===== src/rtl/luf_pkg.sv =====
// Shared constants for the frame-level serial transmit and receive engine.
package luf_pkg;

  // ==========================================================================
  // Frame format encodings
  // ==========================================================================
  localparam logic [1:0] PAR_NONE = 2'h0;
  localparam logic [1:0] PAR_ZERO = 2'h1;
  localparam logic [1:0] PAR_ODD = 2'h2;
  localparam logic [1:0] PAR_EVEN = 2'h3;

  // ==========================================================================
  // Widths and reset values
  // ==========================================================================
  localparam int DATA_W = 9;
  localparam int BAUD_W = 16;
  localparam int CNT_W = 4;
  localparam logic [DATA_W-1:0] DATA_RST = 9'h000;
  localparam logic [BAUD_W-1:0] BAUD_RST = 16'h0000;
  localparam logic [CNT_W-1:0] CNT_RST = 4'h0;

  // Line states.
  typedef enum logic [2:0] {
    LUF_IDLE, LUF_START, LUF_DATA, LUF_PAR, LUF_STOP
  } luf_state_type;

endpackage : luf_pkg


===== src/rtl/luf_frame_txrx.sv =====
// Frame transmit and receive engine of an asynchronous serial channel.
`timescale 1ns/1ps

module luf_frame_txrx
  import luf_pkg::*;
(
  input wire logic clk,
  input wire logic reset,
  input wire logic [BAUD_W-1:0] baud_divisor,
  input wire logic tx_enable,
  input wire logic rx_enable,
  input wire logic char_length_select,
  input wire logic stop_length_select,
  input wire logic [1:0] parity_select,
  input wire logic msb_first,
  input wire logic expansion_bit_enable,
  input wire logic tx_polarity_invert,
  input wire logic rx_polarity_invert,
  input wire logic tx_irq_timing_select,
  input wire logic consistency_check_enable,
  input wire logic consistency_error_clear,
  input wire logic overrun_clear,
  input wire logic tx_data_write,
  input wire logic [DATA_W-1:0] tx_data_reg,
  input wire logic rx_data_read,
  input wire logic serial_in_pin,
  output logic serial_out_pin,
  output logic [DATA_W-1:0] rx_data_reg,
  output logic tx_busy_flag,
  output logic rx_busy_flag,
  output logic tx_buf_full,
  output logic overrun_flag,
  output logic parity_error_flag,
  output logic framing_error_flag,
  output logic consistency_error_flag,
  output logic tx_irq,
  output logic rx_done_irq,
  output logic status_irq
);

  // ==========================================================================
  // Shared helpers
  // ==========================================================================
  logic ext_on;
  logic [CNT_W-1:0] nbits;
  logic [BAUD_W-1:0] half_div;
  logic rxs1_r, rxs2_r, rxd_r;
  logic rx_line;

  // Expansion framing needs the 8-bit length and its enable together.
  assign ext_on = char_length_select & expansion_bit_enable;
  // Data bits per frame: 7 or 8 character bits plus an optional expansion bit.
  assign nbits = (char_length_select ? 4'h8 : 4'h7) + {3'h0, ext_on};
  assign half_div = {1'b0, baud_divisor[BAUD_W-1:1]};

  // Reorder a character for MSB-first transfer; expansion bit stays last.
  function automatic logic [DATA_W-1:0] reorder(
    input logic [DATA_W-1:0] d,
    input logic msb,
    input logic len8
  );
    logic [DATA_W-1:0] r;
    r = d;
    if (msb) begin
      for (int i = 0; i < 8; i++) begin
        if (len8) begin
          r[i] = d[7-i];
        end else if (i < 7) begin
          r[i] = d[6-i];
        end
      end
    end
    return r;
  endfunction : reorder

  // Parity bit for the data bits actually present in the frame.
  function automatic logic par_bit(
    input logic [DATA_W-1:0] d,
    input logic [1:0] sel,
    input logic len8,
    input logic ext
  );
    logic x;
    x = ^d[6:0] ^ (len8 & d[7]) ^ (ext & d[8]);
    if (sel == PAR_EVEN) begin
      par_bit = x;
    end else if (sel == PAR_ODD) begin
      par_bit = ~x;
    end else begin
      par_bit = 1'b0;
    end
  endfunction : par_bit

  // Two-stage synchroniser, polarity, and an edge flop held low while off.
  always_ff @(posedge clk) begin
    if (reset) begin
      rxs1_r <= 1'b1;
      rxs2_r <= 1'b1;
      rxd_r <= 1'b1;
    end else begin
      rxs1_r <= serial_in_pin;
      rxs2_r <= rxs1_r;
      rxd_r <= rx_line & rx_enable;
    end
  end
  assign rx_line = rxs2_r ^ rx_polarity_invert;

  // ==========================================================================
  // Transmitter
  // ==========================================================================
  luf_state_type tx_st_r;
  logic [BAUD_W-1:0] tx_cnt_r;
  logic [CNT_W-1:0] tx_bit_r;
  logic [DATA_W-1:0] tx_hold_r, tx_sh_r;
  logic tx_par_r, tx_line_r, tx_tick;
  logic tx_load;

  assign tx_tick = (tx_cnt_r == baud_divisor);
  // Start a frame when idle or at the very end of the last stop bit.
  assign tx_load = tx_enable & tx_buf_full & ~consistency_error_flag
    & ((tx_st_r == LUF_IDLE) | (tx_st_r == LUF_STOP & tx_tick
      & (tx_bit_r != CNT_RST) == stop_length_select));

  // Holding register filled by a software write.
  always_ff @(posedge clk) begin
    if (reset) begin
      tx_hold_r <= DATA_RST;
      tx_buf_full <= 1'b0;
    end else if (!tx_enable) begin
      tx_buf_full <= 1'b0;
    end else if (tx_data_write) begin
      tx_hold_r <= tx_data_reg;
      tx_buf_full <= 1'b1;
    end else if (tx_load) begin
      tx_buf_full <= 1'b0;
    end
  end

  // Frame sequencer for the serial output.
  always_ff @(posedge clk) begin
    if (reset || !tx_enable) begin
      tx_st_r <= LUF_IDLE;
      tx_cnt_r <= BAUD_RST;
      tx_bit_r <= CNT_RST;
      tx_sh_r <= DATA_RST;
      tx_par_r <= 1'b0;
      tx_line_r <= 1'b1;
    end else if (tx_load) begin
      tx_st_r <= LUF_START;
      tx_cnt_r <= BAUD_RST;
      tx_bit_r <= CNT_RST;
      tx_sh_r <= reorder(tx_hold_r, msb_first, char_length_select);
      tx_par_r <= par_bit(tx_hold_r, parity_select, char_length_select,
        ext_on);
      tx_line_r <= 1'b0;
    end else if (tx_st_r != LUF_IDLE) begin
      tx_cnt_r <= tx_tick ? BAUD_RST : tx_cnt_r + 16'h0001;
      if (tx_tick) begin
        case (tx_st_r)
          LUF_START: begin
            tx_st_r <= LUF_DATA;
            tx_line_r <= tx_sh_r[0];
            tx_sh_r <= {1'b0, tx_sh_r[DATA_W-1:1]};
          end
          LUF_DATA: begin
            if (tx_bit_r == nbits - 4'h1) begin
              tx_bit_r <= CNT_RST;
              if (parity_select == PAR_NONE) begin
                tx_st_r <= LUF_STOP;
                tx_line_r <= 1'b1;
              end else begin
                tx_st_r <= LUF_PAR;
                tx_line_r <= tx_par_r;
              end
            end else begin
              tx_bit_r <= tx_bit_r + 4'h1;
              tx_line_r <= tx_sh_r[0];
              tx_sh_r <= {1'b0, tx_sh_r[DATA_W-1:1]};
            end
          end
          LUF_PAR: begin
            tx_st_r <= LUF_STOP;
            tx_line_r <= 1'b1;
          end
          LUF_STOP: begin
            if (!stop_length_select || tx_bit_r != CNT_RST) begin
              tx_st_r <= LUF_IDLE;
            end
            tx_bit_r <= tx_bit_r + 4'h1;
          end
          default: begin
            tx_st_r <= LUF_IDLE;
          end
        endcase
      end
    end
  end

  assign tx_busy_flag = (tx_st_r != LUF_IDLE);

  // Output pin register and transmit interrupt pulse.
  always_ff @(posedge clk) begin
    if (reset) begin
      serial_out_pin <= 1'b1;
      tx_irq <= 1'b0;
    end else begin
      serial_out_pin <= tx_line_r ^ tx_polarity_invert;
      tx_irq <= tx_irq_timing_select
        ? (tx_enable & tx_st_r == LUF_STOP & tx_tick & ~tx_load
           & (!stop_length_select || tx_bit_r != CNT_RST))
        : tx_load;
    end
  end

  // Readback check: mid-bit sample of the input against the sent level.
  always_ff @(posedge clk) begin
    if (reset) begin
      consistency_error_flag <= 1'b0;
    end else if (consistency_check_enable && tx_busy_flag
                 && tx_cnt_r == half_div && rx_line != tx_line_r) begin
      consistency_error_flag <= 1'b1;
    end else if (consistency_error_clear) begin
      consistency_error_flag <= 1'b0;
    end
  end

  // ==========================================================================
  // Receiver
  // ==========================================================================
  luf_state_type rx_st_r;
  logic [BAUD_W-1:0] rx_cnt_r;
  logic [CNT_W-1:0] rx_bit_r;
  logic [DATA_W-1:0] rx_sh_r;
  logic rx_perr_r, rx_unread_r, rx_tick, rx_fall, rx_end;
  logic [DATA_W-1:0] rx_word;

  assign rx_tick = (rx_cnt_r == baud_divisor);
  // Edge needs the previous sample high while enabled.
  assign rx_fall = rxd_r & ~rx_line;
  assign rx_end = rx_st_r == LUF_STOP & rx_tick;
  // Undo reception order; the character ends up right aligned.
  assign rx_word = reorder(rx_sh_r >> (4'h9 - nbits), msb_first,
    char_length_select);

  // Receive sequencer; sampling happens at each bit centre.
  always_ff @(posedge clk) begin
    if (reset || !rx_enable) begin
      rx_st_r <= LUF_IDLE;
      rx_cnt_r <= BAUD_RST;
      rx_bit_r <= CNT_RST;
      rx_sh_r <= DATA_RST;
      rx_perr_r <= 1'b0;
    end else begin
      rx_cnt_r <= (rx_tick || rx_st_r == LUF_IDLE) ? BAUD_RST
        : rx_cnt_r + 16'h0001;
      case (rx_st_r)
        LUF_IDLE: begin
          if (rx_fall) begin
            rx_st_r <= LUF_START;
            rx_bit_r <= CNT_RST;
            rx_perr_r <= 1'b0;
          end
        end
        LUF_START: begin
          if (rx_cnt_r == half_div) begin
            rx_cnt_r <= BAUD_RST;
            rx_st_r <= rx_line ? LUF_IDLE : LUF_DATA;
          end
        end
        LUF_DATA: begin
          if (rx_tick) begin
            rx_sh_r <= {rx_line, rx_sh_r[DATA_W-1:1]};
            if (rx_bit_r == nbits - 4'h1) begin
              rx_st_r <= (parity_select == PAR_NONE) ? LUF_STOP : LUF_PAR;
            end
            rx_bit_r <= rx_bit_r + 4'h1;
          end
        end
        LUF_PAR: begin
          if (rx_tick) begin
            rx_st_r <= LUF_STOP;
            rx_perr_r <= (rx_line != par_bit(rx_word, parity_select,
              char_length_select, ext_on));
          end
        end
        LUF_STOP: begin
          if (rx_tick) begin
            rx_st_r <= LUF_IDLE;
          end
        end
        default: begin
          rx_st_r <= LUF_IDLE;
        end
      endcase
    end
  end

  assign rx_busy_flag = (rx_st_r != LUF_IDLE);

  // Data transfer, error flags and receive interrupts at the stop bit.
  always_ff @(posedge clk) begin
    if (reset) begin
      rx_data_reg <= DATA_RST;
      rx_unread_r <= 1'b0;
      overrun_flag <= 1'b0;
      parity_error_flag <= 1'b0;
      framing_error_flag <= 1'b0;
      rx_done_irq <= 1'b0;
      status_irq <= 1'b0;
    end else begin
      rx_done_irq <= 1'b0;
      status_irq <= tx_busy_flag & consistency_check_enable
        & ~consistency_error_flag & tx_cnt_r == half_div
        & rx_line != tx_line_r;
      if (rx_data_read) begin
        rx_unread_r <= 1'b0;
      end
      if (overrun_clear) begin
        overrun_flag <= 1'b0;
      end
      if (rx_end) begin
        parity_error_flag <= rx_perr_r;
        framing_error_flag <= ~rx_line;
        if (rx_unread_r && !rx_data_read) begin
          overrun_flag <= 1'b1;
          status_irq <= 1'b1;
        end else begin
          rx_data_reg <= rx_word;
          rx_unread_r <= rx_perr_r | ~rx_line;
          if (rx_perr_r || !rx_line) begin
            status_irq <= 1'b1;
          end else begin
            rx_done_irq <= 1'b1;
          end
        end
      end
    end
  end

endmodule : luf_frame_txrx


===== config.mk =====
export PLATFORM = sky130hd
export DESIGN_NAME = luf_frame_txrx
export DESIGN_NICKNAME = d
export VERILOG_FILES = /design/src/rtl/luf_pkg.sv /design/src/rtl/luf_frame_txrx.sv
export SDC_FILE = /design/constraint.sdc
export NUM_CORES = 1
export LEC_CHECK = 0
export BUFFER_PORTS_ARGS = -buffer_cell sky130_fd_sc_hd__clkbuf_2
export CAP_MARGIN = 20
export CORE_ASPECT_RATIO = 1.2
export CORE_UTILIZATION = 36
export DETAILED_ROUTE_END_ITERATION = 7
export HOLD_SLACK_MARGIN = 0.1
export MAX_ROUTING_LAYER = met4
export PLACE_DENSITY = 0.64
export SLEW_MARGIN = 5
export SYNTH_ARGS = -nofsm -noshare
export SYNTH_HDL_FRONTEND = slang
export SYNTH_SLANG_ARGS = --single-unit

===== constraint.sdc =====
create_clock -name clk -period 6.2 [get_ports clk]
set_clock_uncertainty 0.2 [all_clocks]
set_input_delay 0.31 -clock clk [delete_from_list [all_inputs] [get_ports clk]]
set_output_delay 0.31 -clock clk [all_outputs]
set_load 0.05 [all_outputs]

==> impl_metrics.env <==
export IMPL_vias_per_cell=5.07
export IMPL_io_buffers=63
export IMPL_yosysWarningCount=0
export IMPL_cts_tree="built"
export IMPL_post_dp_hpwl_um=9870
export IMPL_crit_type="reg2reg"
export IMPL_drive_above_1_share_pct=12.8
export IMPL_wl_per_cell_um=14.1
export IMPL_fp_dieH_um=140
export IMPL_drt_initial_drc_count=230
export IMPL_syn_nets=761
export IMPL_die_w_um=117
export IMPL_grt_remaining_overflow=0
export IMPL_synthTopCellsByArea="dfxtp_1 34%, xor2_1 9.0%, xnor2_1 7.8%"
export IMPL_synth_async_reset_ratio_pct=0
export IMPL_r2r_setup_slack_ns=2.52
export IMPL_period_minus_slack_ns=3.68
export IMPL_dr_wl_met3_um=566
export IMPL_startpoint_type="flop"
export IMPL_dr_total_vias=4903
export IMPL_muxShareOfSynthArea_pct=5.48
export IMPL_yosysTopAreaCellShare_pct=34.1
export IMPL_ir_drop_mv=0.131
export IMPL_path_max_fanout=22
export IMPL_start_util_pct=36.8
export IMPL_postRouteAntennaNets=0
export IMPL_drv_slew=0
export IMPL_fin_area_mm2=0.00663
export IMPL_dpl_cell_area_mm2=0.00613
export IMPL_fmax_mhz=272
export IMPL_clkLatencyLatePin_ns=0.35
export IMPL_cp_arrival_ns=3.71
export IMPL_synth_seq_cells=98
export IMPL_power_mw=1.41
export IMPL_hp_start="tx_data_write"
export IMPL_yosysTopAreaCell="dfxtp_1"
export IMPL_syn_cell_area_mm2=0.00575
export IMPL_drtPass1Iterations=4
export IMPL_synth_xor_area_share_pct=17.5
export IMPL_root_buffer="clkbuf_16"
export IMPL_hold_path_depth=3
export IMPL_h_tree_depth=3
export IMPL_synth_compound_area_share_pct=13.0
export IMPL_reg_top3="rx_cnt_r: 16 flops, tx_cnt_r: 16 flops"
export IMPL_yosys_area_share_simple_pct=23.5
export IMPL_areaGrowthSynthToFinish_pct=15.2
export IMPL_maxUsedRoutingLayer="met4"
export IMPL_fillers=1587
export IMPL_cts_sinks=98
export IMPL_synth_edff_count=0
export IMPL_r2r_cells=8
export IMPL_setup_tns_ns=0
export IMPL_post_route_period_util_pct=59.4
export IMPL_coreArea_mm2=0.0156
export IMPL_post_place_ws_ns=2.60
export IMPL_cap_violations=0
export IMPL_finalSetupViolCount=0
export IMPL_clkTransAtPathRegs_ns=0.07
export IMPL_grt_pass1_wl_um=22700
export IMPL_pin_count=64
export IMPL_met1_length_um=6430
export IMPL_status="finished clean"
export IMPL_worstSetupEndpointType="flop"
export IMPL_row_count=50
export IMPL_wl_um=13700
export IMPL_synthFlopType="dfxtp_1"
export IMPL_avgSynthCellArea_um2=8.09
export IMPL_max_slew_margin_pct=30.2
export IMPL_numCtsBuffers=9
export IMPL_seqCellArea_mm2=0.00196
export IMPL_gp_congestion=0.888
export IMPL_r2r_start="tx_cnt_r[2]"
export IMPL_synthAdderAreaFrac_pct=1.30
export IMPL_antenna_cells=0
export IMPL_grt_max_degree=40
export IMPL_worst_slew_pin_slew_ns=1.04
export IMPL_synth_distinct_cells=64
export IMPL_required_ns=6.23
export IMPL_synth_top_family_by_area="simple AND/OR/NAND/NOR gates"
export IMPL_synthCells=711
export IMPL_min_to="tx_hold_r[1]"
export IMPL_grt_pass1_vias=4541
export IMPL_p_leak_nw=2.54
export IMPL_dieArea_mm2=0.0165
export IMPL_powerDensity_mw_per_mm2=212
export IMPL_drcViolationCount=0
export IMPL_seq_area_frac_synth_pct=34.1
export IMPL_grt_antenna_before_repair=0
export IMPL_final_nets=804
export IMPL_wl_met2_um=6450
export IMPL_r2r_end="tx_cnt_r[3]"
export IMPL_clock_path_buffers=2
export IMPL_fin_ws_ns=2.52
export IMPL_cts_resized=0
export IMPL_multi_input_area_mm2=0.00351
export IMPL_hp_class="in2reg"
export IMPL_hold_violations=0
export IMPL_grt_usage_pct=17.5
export IMPL_rsz0062_at_grt="no"
kinds of logic (layout without fill, tap and decap cells):
logic type,count (synthesis),after routing
compound gates,118,118
xor+xnor,112,112
fa+ha+maj,6,6
buf+inv,69,117
flops,98,98
mux,30,30
simple gates,278,278
power by group:
part / leakage, nW / switching, mW / internal (mW)
logic: 1.60 / 0.0837 / 0.0627
registers: 0.792 / 0.00679 / 0.635
clock network: 0.147 / 0.254 / 0.364
metal layers:
metal  vias to the layer above  track usage (%)
met2                       108             28.0
met5                         -                -
li1                       2511                -
met4                         0             6.43
met3                        19             3.14
met1                      2265             21.9
per-stage QoR:
| stage | instances | utilization (%) | hold slack, ns |
|---|---|---|---|
| after global routing | 967 | 42.4 | 0.175 |
| after global placement | 934 | 39.2 | 0.193 |
| final | 967 | 42.4 | 0.152 |
| after detailed placement | 934 | 39.2 | 0.198 |
| after CTS | 967 | 42.4 | 0.153 |
| after floorplan | 711 | - | 0.189 |
how the worst max path moves through the flow:
stage	startpoint	end	slack (ns)
CTS	tx_cnt_r[2]	tx_cnt_r[15]	2.60
global placement	baud_divisor[5]	tx_cnt_r[4]	2.66
floorplan	tx_cnt_r[0]	tx_cnt_r[0]	3.62
finish	tx_cnt_r[2]	tx_cnt_r[3]	2.52
detailed placement	tx_cnt_r[2]	tx_cnt_r[3]	2.60
global route	tx_cnt_r[2]	tx_cnt_r[15]	2.27
layout make-up:
class,count,share of cell area (%)
clock inverters,6,1.36
clock buffers,10,3.61
well taps,208,3.93
flip-flops and latches,98,29.6
inverters,20,1.13
repair buffers,81,7.44
multi-input cells,544,52.9
layout by cell type (no fill, tap or decap), types with 3 or more instances in the layout:
cell type / count
a211oi_1: 10
nand2_1: 52
nor3_1: 9
a311oi_1: 4
nor3b_1: 3
clkinvlp_4: 4
or2_2: 5
nor4_1: 12
xnor2_1: 51
clkbuf_2: 63
a31oi_1: 3
or3_1: 3
nor2_1: 106
nand4_1: 16
nor2b_1: 10
a21o_1: 3
o21bai_1: 3
inv_1: 19
and2_1: 3
o21ai_0: 19
xor2_1: 59
nand3b_1: 3
a22oi_1: 6
clkbuf_16: 9
dlygate4sd3_1: 17
nand2b_1: 10
dfxtp_1: 98
ha_1: 6
a21oi_1: 47
and3_1: 6
mux2i_1: 27
nand3_1: 28
critical path, cell delays in order (launching register included):
cell	delay, ns
dfxtp_1	0.53
xor2_1	0.13
nor4_1	0.40
nand4_2	0.35
o21a_1	0.31
nor4b_4	0.90
or2_1	0.35
o21bai_4	0.28
nor2_1	0.10
synthesized netlist by cell type (all sizes together) (16+ instances only):
cell type  count
nor2         106
dfxtp         98
xor2          59
nand2         52
xnor2         51
a21oi         47
clkbuf        33
nand3         28
mux2i         27
inv           20
o21ai         19
nand4         17
buf           16
repair_timing:
item,4_1_cts,5_1_grt
setup buffers,0,0
endpoints found under the setup margin,0,0
endpoints found under the hold margin,17,0
hold buffers,17,0
Power figures use the tool's default switching activity.
